--- src/abc_pkg.sv ---
/*
 * Shared constants of the analog block converter control: register map,
 * field positions, reset values and timing counts.
 * Assumes a single 25 MHz system clock and an AXI4-Lite register master.
 */
// Functional notes
// - comparator powerdown of 1 stops the converter, digital logic keeps running
// - converter reset, active high, resets the converter and disables the quads
// - busy is 1 during a conversion; valid is 1 when the 12-bit result holds
// - calibrating is 1 during power-up and converter-reset calibration, otherwise 0
// - sampling is 1 only while an analog signal is being acquired
// - reference select 0 drives the internal 2.56 V reference out, 1 takes external
// - config port: 8-bit address, write and read data, own clock, write enable high
// - config port reset is active low; port held in reset while it is 0
// - ten active-high current monitor strobes, one per quad, each independent
package abc_pkg;
    // register byte offsets
    localparam logic [7:0] OFS_CTRL    = 8'h00;
    localparam logic [7:0] OFS_TIMING  = 8'h04;
    localparam logic [7:0] OFS_STROBE  = 8'h08;
    localparam logic [7:0] OFS_STATUS  = 8'h0C;
    // register field positions, reset values and responses
    localparam int CTRL_START  = 0;
    localparam int CTRL_REFSEL = 1;
    localparam int CTRL_PWRDN  = 2;
    localparam int CTRL_CRST   = 3;
    localparam int CTRL_CHAN   = 4;
    localparam int CTRL_MODE   = 12;
    localparam int TIM_STC     = 8;
    localparam int STB_TEMP    = 16;
    localparam int STAT_RESULT = 16;
    localparam logic [31:0] CTRL_RESET   = 32'h0000_0000;
    localparam logic [31:0] TIMING_RESET = 32'h0000_0000;
    localparam logic [31:0] STROBE_RESET = 32'h0000_0000;
    localparam logic [1:0]  RESP_OKAY    = 2'h0;
    localparam logic [1:0]  RESP_SLVERR  = 2'h2;
    // config byte fields and quad count
    localparam int CFG_PRESC  = 0;
    localparam int CFG_MUX    = 3;
    localparam int CFG_DIRECT = 5;
    localparam int CFG_POLAR  = 6;
    localparam int QUADS      = 10;
    // timing
    localparam int CLK_PERIOD_NS = 40;
    localparam int CAL_TIME_NS   = 4000;
    localparam logic [11:0] CAL_CYCLES = 12'((CAL_TIME_NS + CLK_PERIOD_NS - 1) / CLK_PERIOD_NS);
    localparam logic [8:0]  SAMPLE_EXTRA = 9'h002;
endpackage

--- src/abc_converter.sv ---
/*
 * Conversion sequencer: calibration, sampling and bit conversion, with
 * the busy, calibrating, sampling and valid flags and the result word.
 * Assumes synchronous inputs from logic on the same clock; the analog
 * code is taken from the analog front end at the end of sampling.
 */
`timescale 1ns/1ps
module abc_converter (
    input  wire logic        mclk_in,
    input  wire logic        reset_in,
    input  wire logic        conv_reset_in,
    input  wire logic        powerdown_in,
    input  wire logic        start_in,
    input  wire logic [3:0]  mode_in,
    input  wire logic [7:0]  clock_divide_in,
    input  wire logic [7:0]  sample_time_in,
    input  wire logic [11:0] analog_code_in,
    output logic             busy_out,
    output logic             calibrating_out,
    output logic             sampling_out,
    output logic             result_valid_out,
    output logic [11:0]      result_out
);
    typedef enum logic [1:0] {ST_CAL, ST_IDLE, ST_SAMPLE, ST_CONV} abc_state_type;

    abc_state_type state_q, state_d;
    logic [11:0]   cnt_q, cnt_d;
    logic [7:0]    div_q, div_d;
    logic [11:0]   code_q, code_d;
    logic [11:0]   result_q, result_d;
    logic          valid_q, valid_d;
    logic          tick;
    logic [3:0]    bits;
    logic [3:0]    shift;

    // resolution from mode bits 1:0: 0 gives 10 bits, 1 gives 12 bits, else 8 bits
    always_comb begin
        case (mode_in[1:0])
            2'h0:    bits = 4'hA;
            2'h1:    bits = 4'hC;
            default: bits = 4'h8;
        endcase
        shift = 4'hC - bits;
    end

    assign tick = (div_q == clock_divide_in);

    // next state; powerdown freezes the sequencer, flags may then be stale
    always_comb begin
        state_d  = state_q;
        cnt_d    = cnt_q;
        div_d    = div_q;
        code_d   = code_q;
        result_d = result_q;
        valid_d  = valid_q;
        if (!powerdown_in) begin
            case (state_q)
                ST_CAL: begin
                    cnt_d = cnt_q + 12'h001;
                    if (cnt_q == abc_pkg::CAL_CYCLES - 12'h001) begin
                        state_d = ST_IDLE;
                        cnt_d   = 12'h000;
                    end
                end
                ST_IDLE: begin
                    if (start_in) begin
                        state_d = ST_SAMPLE;
                        cnt_d   = 12'h000;
                        div_d   = 8'h00;
                        valid_d = 1'b0;
                    end
                end
                ST_SAMPLE: begin
                    div_d = tick ? 8'h00 : div_q + 8'h01;
                    if (tick) begin
                        cnt_d = cnt_q + 12'h001;
                        if (cnt_q[8:0] == {1'b0, sample_time_in} + abc_pkg::SAMPLE_EXTRA - 9'h001) begin
                            code_d  = analog_code_in;
                            cnt_d   = 12'h000;
                            state_d = ST_CONV;
                        end
                    end
                end
                ST_CONV: begin
                    div_d = tick ? 8'h00 : div_q + 8'h01;
                    if (tick) begin
                        cnt_d = cnt_q + 12'h001;
                        if (cnt_q[3:0] == bits - 4'h1) begin
                            result_d = code_q >> shift;
                            valid_d  = 1'b1;
                            state_d  = ST_IDLE;
                        end
                    end
                end
                default: state_d = ST_CAL;
            endcase
        end
    end

    // either reset sends the converter back through calibration
    always_ff @(posedge mclk_in) begin
        if (reset_in || conv_reset_in) begin
            state_q  <= ST_CAL;
            cnt_q    <= 12'h000;
            div_q    <= 8'h00;
            code_q   <= 12'h000;
            result_q <= 12'h000;
            valid_q  <= 1'b0;
        end else begin
            state_q  <= state_d;
            cnt_q    <= cnt_d;
            div_q    <= div_d;
            code_q   <= code_d;
            result_q <= result_d;
            valid_q  <= valid_d;
        end
    end

    assign busy_out         = (state_q == ST_SAMPLE) || (state_q == ST_CONV);
    assign calibrating_out  = (state_q == ST_CAL);
    assign sampling_out     = (state_q == ST_SAMPLE);
    assign result_valid_out = valid_q;
    assign result_out       = result_q;

    start_busy_a: assert property (@(posedge mclk_in) disable iff (reset_in)
        state_q == ST_IDLE && start_in && !powerdown_in && !conv_reset_in
        |=> busy_out && sampling_out && !result_valid_out)
        else $error("accepted start did not raise busy and sampling");
    sample_busy_a: assert property (@(posedge mclk_in) disable iff (reset_in)
        sampling_out |-> busy_out && !calibrating_out)
        else $error("sampling flag outside a conversion");
    conv_reset_a: assert property (@(posedge mclk_in) disable iff (reset_in)
        conv_reset_in |=> calibrating_out && !busy_out && !result_valid_out)
        else $error("converter reset did not clear the converter");
    power_hold_a: assert property (@(posedge mclk_in) disable iff (reset_in)
        powerdown_in && !conv_reset_in |=> $stable(state_q) && $stable(result_q))
        else $error("converter moved while powered down");
    done_valid_a: assert property (@(posedge mclk_in) disable iff (reset_in)
        $fell(busy_out) && !$past(conv_reset_in) && !$past(reset_in)
        |-> result_valid_out && !sampling_out)
        else $error("conversion ended without valid result");
    cal_end_a: assert property (@(posedge mclk_in) disable iff (reset_in)
        $fell(calibrating_out) && !$past(conv_reset_in)
        |-> $past(cnt_q) == abc_pkg::CAL_CYCLES - 12'h001 && !busy_out)
        else $error("calibration ended at the wrong count");
endmodule

--- src/abc_top.sv ---
/*
 * Analog block converter control top: AXI4-Lite register slave, quad
 * strobe gating, reference select, the byte-wide config port and the
 * per-channel config lookup feeding the analog input path.
 * Assumes config port pins arrive from another clock and are resynchronised;
 * the config clock must be slower than a quarter of the system clock.
 */
`timescale 1ns/1ps
module abc_top (
    input  wire logic        mclk_in,
    input  wire logic        reset_in,
    // AXI4-Lite slave
    input  wire logic [7:0]  s_axi_awaddr,
    input  wire logic        s_axi_awvalid,
    output logic             s_axi_awready,
    input  wire logic [31:0] s_axi_wdata,
    input  wire logic [3:0]  s_axi_wstrb,
    input  wire logic        s_axi_wvalid,
    output logic             s_axi_wready,
    output logic [1:0]       s_axi_bresp,
    output logic             s_axi_bvalid,
    input  wire logic        s_axi_bready,
    input  wire logic [7:0]  s_axi_araddr,
    input  wire logic        s_axi_arvalid,
    output logic             s_axi_arready,
    output logic [31:0]      s_axi_rdata,
    output logic [1:0]       s_axi_rresp,
    output logic             s_axi_rvalid,
    input  wire logic        s_axi_rready,
    // analog side
    input  wire logic [11:0] analog_code_in,
    output logic             quad_enable_out,
    output logic [9:0]       current_monitor_strobe_out,
    output logic [9:0]       temp_monitor_strobe_out,
    output logic             reference_pin_oe_out,
    output logic [4:0]       channel_number_out,
    output logic [2:0]       prescaler_code_out,
    output logic [1:0]       input_mux_select_out,
    output logic             direct_switch_out,
    output logic             polarity_out,
    // config port
    input  wire logic        config_port_clock_in,
    input  wire logic        config_port_reset_n_in,
    input  wire logic        config_write_enable_in,
    input  wire logic [7:0]  config_address_in,
    input  wire logic [7:0]  config_write_data_in,
    output logic [7:0]       config_read_data_out
);
    logic [31:0] ctrl_q, ctrl_d, timing_q, timing_d, strobe_q, strobe_d;
    logic [7:0]  awaddr_q, awaddr_d;
    logic [31:0] wdata_q, wdata_d;
    logic [3:0]  wstrb_q, wstrb_d;
    logic        aw_have_q, aw_have_d, w_have_q, w_have_d;
    logic        bvalid_q, bvalid_d, rvalid_q, rvalid_d;
    logic [1:0]  bresp_q, bresp_d, rresp_q, rresp_d;
    logic [31:0] rdata_q, rdata_d;
    logic        start_q, start_d;
    logic        busy, calibrating, sampling, valid;
    logic [11:0] result;

    // merge a bus word into a register under byte strobes
    function automatic logic [31:0] merge(input logic [31:0] old, input logic [31:0] nw,
                                          input logic [3:0] be);
        logic [31:0] r;
        r = old;
        for (int i = 0; i < 4; i++) begin
            if (be[i]) r[i*8 +: 8] = nw[i*8 +: 8];
        end
        return r;
    endfunction

    // bus channel state; address and data may arrive in either order
    always_comb begin
        logic [7:0]  wa;
        logic [31:0] wd;
        logic [3:0]  ws;
        wa        = aw_have_q ? awaddr_q : s_axi_awaddr;
        wd        = w_have_q ? wdata_q : s_axi_wdata;
        ws        = w_have_q ? wstrb_q : s_axi_wstrb;
        awaddr_d  = awaddr_q;
        wdata_d   = wdata_q;
        wstrb_d   = wstrb_q;
        aw_have_d = aw_have_q || (s_axi_awvalid && s_axi_awready);
        w_have_d  = w_have_q || (s_axi_wvalid && s_axi_wready);
        bvalid_d  = bvalid_q && !s_axi_bready;
        bresp_d   = bresp_q;
        rvalid_d  = rvalid_q && !s_axi_rready;
        rresp_d   = rresp_q;
        rdata_d   = rdata_q;
        ctrl_d    = ctrl_q;
        timing_d  = timing_q;
        strobe_d  = strobe_q;
        start_d   = 1'b0;
        if (s_axi_awvalid && s_axi_awready) awaddr_d = s_axi_awaddr;
        if (s_axi_wvalid && s_axi_wready) begin
            wdata_d = s_axi_wdata;
            wstrb_d = s_axi_wstrb;
        end
        if (aw_have_d && w_have_d) begin
            aw_have_d = 1'b0;
            w_have_d  = 1'b0;
            bvalid_d  = 1'b1;
            bresp_d   = abc_pkg::RESP_OKAY;
            case (wa)
                abc_pkg::OFS_CTRL: begin
                    ctrl_d  = merge(ctrl_q, wd, ws);
                    start_d = ws[0] && wd[abc_pkg::CTRL_START];
                    ctrl_d[abc_pkg::CTRL_START] = 1'b0;
                end
                abc_pkg::OFS_TIMING: timing_d = merge(timing_q, wd, ws);
                abc_pkg::OFS_STROBE: strobe_d = merge(strobe_q, wd, ws);
                abc_pkg::OFS_STATUS: ;
                default:             bresp_d = abc_pkg::RESP_SLVERR;
            endcase
        end
        if (s_axi_arvalid && s_axi_arready) begin
            rvalid_d = 1'b1;
            rresp_d  = abc_pkg::RESP_OKAY;
            case (s_axi_araddr)
                abc_pkg::OFS_CTRL:   rdata_d = ctrl_q;
                abc_pkg::OFS_TIMING: rdata_d = timing_q;
                abc_pkg::OFS_STROBE: rdata_d = strobe_q;
                abc_pkg::OFS_STATUS: begin
                    rdata_d = 32'h0000_0000;
                    rdata_d[3:0] = {valid, sampling, calibrating, busy};
                    rdata_d[abc_pkg::STAT_RESULT +: 12] = result;
                end
                default: begin
                    rdata_d = 32'h0000_0000;
                    rresp_d = abc_pkg::RESP_SLVERR;
                end
            endcase
        end
    end

    always_ff @(posedge mclk_in) begin
        if (reset_in) begin
            ctrl_q    <= abc_pkg::CTRL_RESET;
            timing_q  <= abc_pkg::TIMING_RESET;
            strobe_q  <= abc_pkg::STROBE_RESET;
            awaddr_q  <= 8'h00;
            wdata_q   <= 32'h0000_0000;
            wstrb_q   <= 4'h0;
            aw_have_q <= 1'b0;
            w_have_q  <= 1'b0;
            bvalid_q  <= 1'b0;
            bresp_q   <= 2'h0;
            rvalid_q  <= 1'b0;
            rresp_q   <= 2'h0;
            rdata_q   <= 32'h0000_0000;
            start_q   <= 1'b0;
        end else begin
            ctrl_q    <= ctrl_d;
            timing_q  <= timing_d;
            strobe_q  <= strobe_d;
            awaddr_q  <= awaddr_d;
            wdata_q   <= wdata_d;
            wstrb_q   <= wstrb_d;
            aw_have_q <= aw_have_d;
            w_have_q  <= w_have_d;
            bvalid_q  <= bvalid_d;
            bresp_q   <= bresp_d;
            rvalid_q  <= rvalid_d;
            rresp_q   <= rresp_d;
            rdata_q   <= rdata_d;
            start_q   <= start_d;
        end
    end

    assign s_axi_awready = !aw_have_q && !bvalid_q;
    assign s_axi_wready  = !w_have_q && !bvalid_q;
    assign s_axi_bvalid  = bvalid_q;
    assign s_axi_bresp   = bresp_q;
    assign s_axi_arready = !rvalid_q;
    assign s_axi_rvalid  = rvalid_q;
    assign s_axi_rresp   = rresp_q;
    assign s_axi_rdata   = rdata_q;

    abc_converter u_conv (
        .mclk_in          (mclk_in),
        .reset_in         (reset_in),
        .conv_reset_in    (ctrl_q[abc_pkg::CTRL_CRST]),
        .powerdown_in     (ctrl_q[abc_pkg::CTRL_PWRDN]),
        .start_in         (start_q),
        .mode_in          (ctrl_q[abc_pkg::CTRL_MODE +: 4]),
        .clock_divide_in  (timing_q[7:0]),
        .sample_time_in   (timing_q[abc_pkg::TIM_STC +: 8]),
        .analog_code_in   (analog_code_in),
        .busy_out         (busy),
        .calibrating_out  (calibrating),
        .sampling_out     (sampling),
        .result_valid_out (valid),
        .result_out       (result)
    );

    // quads are disabled while the converter reset bit is set
    assign quad_enable_out            = !ctrl_q[abc_pkg::CTRL_CRST];
    assign current_monitor_strobe_out = quad_enable_out ? strobe_q[9:0] : 10'h000;
    assign temp_monitor_strobe_out    = quad_enable_out ?
                                        strobe_q[abc_pkg::STB_TEMP +: 10] : 10'h000;
    assign reference_pin_oe_out       = !ctrl_q[abc_pkg::CTRL_REFSEL];
    assign channel_number_out         = ctrl_q[abc_pkg::CTRL_CHAN +: 5];

    // config pins cross from their own clock: two flops, then edge detect
    logic [18:0] cfg_s1_q, cfg_s2_q;
    logic        cfg_clk_prev_q;
    logic        cfg_edge, cfg_rst, cfg_we;
    logic [7:0]  cfg_addr, cfg_wdata;
    logic [7:0]  cfg_mem [0:255];
    logic [7:0]  cfg_rdata_q, cfg_rdata_d;
    logic [7:0]  chan_cfg;

    always_ff @(posedge mclk_in) begin
        cfg_s1_q       <= {config_port_clock_in, config_port_reset_n_in, config_write_enable_in,
                           config_address_in, config_write_data_in};
        cfg_s2_q       <= cfg_s1_q;
        cfg_clk_prev_q <= reset_in ? 1'b0 : cfg_s2_q[18];
    end

    assign cfg_edge  = cfg_s2_q[18] && !cfg_clk_prev_q;
    assign cfg_rst   = reset_in || !cfg_s2_q[17];
    assign cfg_we    = cfg_edge && cfg_s2_q[16];
    assign cfg_addr  = cfg_s2_q[15:8];
    assign cfg_wdata = cfg_s2_q[7:0];

    // one config byte per address
    for (genvar g = 0; g < 256; g++) begin : g_cfg
        always_ff @(posedge mclk_in) begin
            if (cfg_rst) begin
                cfg_mem[g] <= 8'h00;
            end else if (cfg_we && cfg_addr == 8'(g)) begin
                cfg_mem[g] <= cfg_wdata;
            end
        end
    end

    // read data follows the address on each config clock edge
    always_comb begin
        cfg_rdata_d = cfg_edge ? cfg_mem[cfg_addr] : cfg_rdata_q;
    end

    always_ff @(posedge mclk_in) begin
        cfg_rdata_q <= cfg_rst ? 8'h00 : cfg_rdata_d;
    end

    assign config_read_data_out = cfg_rdata_q;

    // the selected channel's config byte steers its analog input path
    assign chan_cfg             = cfg_mem[{3'h0, channel_number_out}];
    assign prescaler_code_out   = chan_cfg[abc_pkg::CFG_PRESC +: 3];
    assign input_mux_select_out = chan_cfg[abc_pkg::CFG_MUX +: 2];
    assign direct_switch_out    = chan_cfg[abc_pkg::CFG_DIRECT];
    assign polarity_out         = chan_cfg[abc_pkg::CFG_POLAR];

    cfg_write_a: assert property (@(posedge mclk_in) disable iff (cfg_rst)
        cfg_we |=> cfg_mem[$past(cfg_addr)] == $past(cfg_wdata))
        else $error("config write not stored");
    cfg_reset_a: assert property (@(posedge mclk_in) disable iff (reset_in)
        !cfg_s2_q[17] |=> config_read_data_out == 8'h00 && cfg_mem[cfg_addr] == 8'h00)
        else $error("config port not held in reset");
    quad_gate_a: assert property (@(posedge mclk_in) disable iff (reset_in)
        ctrl_q[abc_pkg::CTRL_CRST] |-> current_monitor_strobe_out == 10'h000
        && temp_monitor_strobe_out == 10'h000)
        else $error("quad strobes active during converter reset");
    ref_select_a: assert property (@(posedge mclk_in) disable iff (reset_in)
        s_axi_awvalid && s_axi_awready && s_axi_wvalid && s_axi_wready
        && s_axi_awaddr == abc_pkg::OFS_CTRL && s_axi_wstrb[0]
        |=> reference_pin_oe_out == !$past(s_axi_wdata[1]))
        else $error("reference drive does not follow select");
endmodule

--- config.mk ---
export PLATFORM = sky130hd
export DESIGN_NAME = abc_top
export DESIGN_NICKNAME = d
export VERILOG_FILES = /design/src/abc_pkg.sv /design/src/abc_converter.sv /design/src/abc_top.sv
export SDC_FILE = /design/constraint.sdc
export NUM_CORES = 2
export LEC_CHECK = 0
export ABC_AREA = 0
export CORE_AREA = 2 2 596 598
export CTS_CLUSTER_SIZE = 28
export DETAILED_ROUTE_END_ITERATION = 8
export DIE_AREA = 0 0 598 600
export DONT_BUFFER_PORTS = 1
export GPL_TIMING_DRIVEN = 0
export PLACE_DENSITY = 0.46
export SYNTH_ARGS = -nofsm -noshare
export SYNTH_HDL_FRONTEND = slang
export SYNTH_SLANG_ARGS = --single-unit
--- constraint.sdc ---
create_clock -name mclk_in -period 2.9 [get_ports mclk_in]
set_input_delay 0.58 -clock mclk_in [delete_from_list [all_inputs] [get_ports mclk_in]]
set_output_delay 0.58 -clock mclk_in [all_outputs]
set_load 0.005 [all_outputs]
# --- Word-level counts from Yosys, hierarchy flattened ---
# Memories as Yosys holds them, arrays and structs flattened. A register that Yosys moved wholly into a read port is not among the register bits.
# Index checks and enable logic that the tools add are counted.
classes:
  n_addsub: 6
  n_eq_ne: 275
  n_shift: 1
  n_mux: 1057
  n_reduce_logical: 312
  bitwise: 259
op_table:
  columns: ["op", "count"]
  rows:
  - ["$mux W8", 259]
  - ["$eq A8 B8 Y1 const B", 128]
  - ["$mux W1", 775]
  - ["$eq A8 B7 Y1 const B", 64]
  - ["$logic_and A1 B1 Y1", 267]
  - ["$eq A8 B6 Y1 const B", 32]
  - ["$or A1 B1 Y1", 256]
  - ["$eq A8 B5 Y1 const B", 16]
  - ["$pmux W32 S4", 1]
  - ["$eq A8 B4 Y1 const B", 12]
  - ["$mux W12", 5]
  - ["$eq A8 B3 Y1 const B", 6]
  - ["$pmux W12 S4", 1]
  - ["$reduce_and A3 Y1", 13]
  - ["$mux W32", 1]
  - ["$logic_not A8 Y1", 3]
  - ["$mux W10", 2]
  - ["$eq A8 B2 Y1 const B", 2]
  - ["$mux W2", 8]
  - ["$pmux W8 S2", 1]
  - ["$add A12 B1 Y12 const B", 1]
  - ["$eq A12 B7 Y1 const B", 1]
  - ["$reduce_and A4 Y1", 3]
  - ["$shr A12 B4 Y12", 1]
  - ["27 further kinds", 52]
word_totals:
  register_bits: 266
  input_bits: 90
  memories: 1
  out_inout_bits: 83
  elab_cells: 1943
  mem_bits_rw: 2048
mem_list:
  columns: ["name", "depth", "width", "read_ports", "rd_ports_with_merged_regs", "write_ports", "line_no", "text"]
  rows:
  - ["cfg_mem", 256, 8, 2, 1, 256, "abc_top.sv:209", "logic [7:0] cfg_mem [0:255];"]

# --- Longest topological paths before layout ---
depth:
  word_depth: 8
  depth_mapped: 12
  depth_no_buf: 9

# --- Cells and area by module ---
# Synthesis repeated with hierarchy kept, for this count alone.
unflattened:
  cells_unflattened: 7895
  hier_area_um2: 108871.9
modules_own_cells:
  columns: ["mod", "area_per_inst_um2", "seq_area_each_um2", "instances", "cells_per_inst"]
  rows:
  - ["abc_top", 105959.1, 66003.3, 1, 7558]
  - ["abc_converter", 2912.8, 940.9, 1, 337]

# --- Least setup slack after synthesis ---
# OpenSTA, ideal clock, no wires.
synth_timing:
  path_kind: "register to output"
  from: "register ctrl_q[4]"
  to: "output port direct_switch_out"
  required_time_ns: 2.320
  n_path_buf: 3
  slack_ns: 0.023
  stages_incl_launch_ff: 7
  arrival_ns: 2.297
  path_cell_list: "dfxtp_1 clkbuf_1 buf_2 buf_2 mux4_2 mux4_2 mux2_2"
synth_between:
  elab_chain_cells: 1
synth_rtl:
  columns: ["element", "line_no", "text"]
  rows:
  - ["start, declared", "abc_top.sv:49", "logic [31:0] ctrl_q, ctrl_d, timing_q, timing_d, strobe_q, strobe_d;"]
  - ["start signal, assigned", "abc_top.sv:138", "ctrl_q <= abc_pkg::CTRL_RESET;"]
  - ["start signal, assigned", "abc_top.sv:153", "ctrl_q <= ctrl_d;"]
  - ["$mem_v2 Z256 W8", null, null]
  - ["end, declared", "abc_top.sv:39", "output logic direct_switch_out,"]
# No other way between the ends.

# --- Worst setup path in the final report ---
layout_timing:
  from: "register ctrl_q[4]"
  to: "output port input_mux_select_out[0]"
layout_between:
  elab_chain_cells: 1
layout_rtl:
  columns: ["element", "line_no", "text"]
  rows:
  - ["$mem_v2 Z256 W8", null, null]
  - ["end, declared", "abc_top.sv:38", "output logic [1:0] input_mux_select_out,"]
# No other way between the ends.

==> summary.md <==
| Metric | Value |
|---|---|
| Status | `finished, violations left` |
| Failing checks | `max-capacitance violations, max-slew violations, negative setup slack` |
| R2r setup slk | `-590 ps` |
| Max Root-Sink Buffers | `4` |
| GR Util All Layers | `0.2992` |
| FILL cells | `33,167` |
| Num CTS Buffers | `279` |
| # setup viols final | `624` |
| Post-Syn Area | `approximately 110,000 um2` |
| Row cnt | `about 220` |
| First-pass GRT wire length | `719,200 um` |
| Synth-to-Final Area Change | `24.20%` |
| Relative slew slack | `-0.1276` |
| Async S/R FF share, synth | `0` |
| Vias | `82,290` |
| Max_cap viols | `2` |
| Hold Crit Depth | `2` |
| Hold/Removal Path Class | `in2reg` |
| Least-Margin Pin Slew | `1691 ps` |
| Maximum VDD drop | `0.0004862 V` |
| Initial antenna violation count | `91` |
| DP Wirelength | `390,500 um` |
| Top Ports | `173` |
| Worst Reg-to-Reg Cells | `11` |
| Slew Viols, Final | `23` |
| Count of cell types in the netlist | `74` |
| Period utilization | `1.270` |
| Die Y | `600 um` |
| Crit path launch type | `flip-flop` |
| Pwr Density | `~600 nW/um2` |
| Vias in the first global route | `78,428` |
| Die W | `598 um` |
| Crit path arrival time | `3100 ps` |
| Post-route ant nets | `0` |
| EDFF count, synth | `2,048` |
| Crit. End Element | `output pin` |
| Multi-input gate area | `slightly above 40,000 um2` |
| DR vias/cell | `between 6 and 7` |
| # nets final | `just under 9,000` |
| Total clock sinks | `~2,300` |
| RSZ-0062 raised after global routing | `true` |
| IO Port Bufs | `0` |
| Worst Path Required | `2320 ps` |
| FF+latch area | `66,960 um2` |
| Ys Warns | `0` |
| CTS tree | `yes` |
| Post-route DRC | `0` |
| Lkg Pwr | `55.51 nW` |
| Crit path capture | `input_mux_select_out[0]` |
| WS Path Type | `reg2out` |
| Initial Utilization | `0.3090` |
| Reg clk slew, reported paths | `50 ps` |
| Final wirelength | `552,300 um` |
| First-pass DRT Iterations | `6` |
| Critical path fanouts, max | `8` |
| Fraction of layout cells with a size suffix above 1 | `0.2726` |
| DRT iter0 DRCs | `approximately 13,000` |
| Root Buffer | `clkbuf_16` |
| CP startpoint | `ctrl_q[4]` |
| Min Tclk post-route | `between 3000 and 4000 ps` |
| Total gr overflow | `0` |
| Hold Vio Cnt, Final | `0` |
| Avg Cell Area, Syn | `~14 um2` |
| Synth area leader | `edfxtp_1` |
| Critical R2R Capture | `config_read_data_out[0]` |
| Top cell type's share of synthesized area | `0.5656` |
| Core region area | `351,900 um2` |
| Pwr Total | `0.08138 W` |
| Syn Inst Count | `7,807` |
| Pin count of the biggest net entering global routing | `20` |
| Wire per inst | `41.01 um` |
| Register area share after synthesis | `0.6157` |
| Max Clock Skew | `84.12 ps` |
| Top cells by area, synth | `edfxtp_1 57%, mux4_2 12%, and3_1 10%` |
| Final Core Density | `0.3838` |
| Synthesized flop and latch total | `2,320` |
| R2R Path Start | `cfg_s2_q[8]` |
| H-tree depth | `5` |
| Gpl congestion | `1.028` |
| PnR worst setup slack | `-782.3 ps` |
| Die area | `358,800 um2` |
| Maximum operating frequency | `271.6 MHz` |
| Ys flop type | `edfxtp_1` |
| Worst skew pair latency | `960 ps` |
==> synth_stat cells, types with 43 or more instances <==
cell type,n
edfxtp_1,2048
and3_1,1814
clkbuf_1,795
mux4_2,573
o21ai_0,286
mux2i_1,278
dfxtp_1,272
nor2_1,270
and2_1,267
nand2_1,227
buf_2,120
a22oi_1,112
a211oi_1,110
a21oi_1,91
nand3_1,76
nor2b_1,43
==> how the worst min path moves through the flow <==
| stage | slack, ps | end | start |
|---|---|---|---|
| after floorplan | 310 | cfg_s2_q[0] | cfg_s1_q[0] |
| after global placement | 310 | cfg_s2_q[7] | cfg_s1_q[7] |
| after detailed placement | 310 | cfg_s2_q[7] | cfg_s1_q[7] |
| after CTS | 1 | strobe_q[25] | s_axi_wdata[25] |
| after global routing | 40 | ctrl_q[6] | s_axi_wdata[6] |
| final | 50 | timing_q[12] | s_axi_wdata[12] |
==> worst max-delay path: stages, from the launching register on <==
cell	delay (ps)
dfxtp_4	410
buf_12	150
buf_12	150
mux4_2	590
mux4_2	530
mux2_4	320
==> placed cells by master (no fill, tap or decap), types with 48 or more instances in the layout <==
cell           instances
and3_1              1813
mux4_2               573
clkbuf_4              65
a22oi_1              100
buf_12                99
dlygate4sd3_1         84
and2_1               264
nand3_1               48
buf_6                 74
o21ai_2               66
a21oi_1               83
a211oi_1             106
o21ai_4               79
edfxtp_1            2048
clkbuf_1             465
buf_4                352
nor2_1               236
clkbuf_2             236
mux2i_1              201
clkinv_1              48
dfxtp_1              262
o21ai_1              115
clkbuf_16            306
diode_2               48
buf_16                65
nand2_1              208
==> layer usage <==
metal	global-route usage	up-vias	wire, um
met2	0.4389	6363	235300
met3	0.09854	1550	71130
met5	0.003476	-	377
met4	0.1977	23	43150
li1	-	31940	-
met1	0.3761	42414	202400
==> stage by stage <==
| step | TNS, ps | cells | setup slack (ps) | hold slack (ps) | area [um2] |
|---|---|---|---|---|---|
| final | -32120 | 13469 | -782.3 | 51.72 | 135000 |
| after global routing | -9427 | 13426 | -848.7 | 38.67 | 134900 |
| after CTS | -79530 | 13325 | -846.7 | 1.321 | 132700 |
| after detailed placement | -5841700 | 12583 | -2840 | 312.1 | 115900 |
| after global placement | -7983930 | 12428 | -3266 | 312.2 | 114500 |
| after floorplan | 0 | 7808 | 22.56 | 309.6 | 108700 |
==> cell type report <==
type	instances	area share
sequential	2320	0.4959
multi-input combinational	4474	0.3016
clock buffer	361	0.05601
buffer	980	0.05523
tap	4620	0.04281
timing repair buffer	528	0.03956
clock inverter	121	0.007496
antenna	48	0.0008895
inverter	17	0.0004725
==> report_power, final <==
part	total, W	switching, W	internal, W
Combinational	0.00888	0.00599	0.00289
Sequential	0.0380	0.000543	0.0375
Clock	0.0345	0.0152	0.0193
Total	0.0814	0.0217	0.0597
==> flip-flops by register name, summed over array words and instances, names as in the netlist, 19 cells and up <==
name,flops
cfg_mem,2048
s_axi_rdata,32
strobe_q,32
timing_q,32
wdata_q,32
ctrl_q,31
cfg_s1_q,19
cfg_s2_q,19
==> logic make-up after synthesis <==
logic type | synth area share
and+or+nand+nor | 0.1498
other | 0.00003449
muxes | 0.1466
xor gates and xnor gates | 0.002255
buffers and inverters | 0.03944
adders and majority gates | 0.001151
AOI/OAI and AO/OA | 0.04504
DFF | 0.6157
==> what timing repair did <==
item / CTS / global route
setup buffers: 182 / 97
hold buffers: 84 / 0
pin swaps: 58 / 55
endpoints found under the hold margin: 96 / 0
endpoints found under the setup margin: 4135 / 2848
resized for setup: 1438 / 475
gates cloned: 6 / 7
Power figures use the tool's default switching activity.
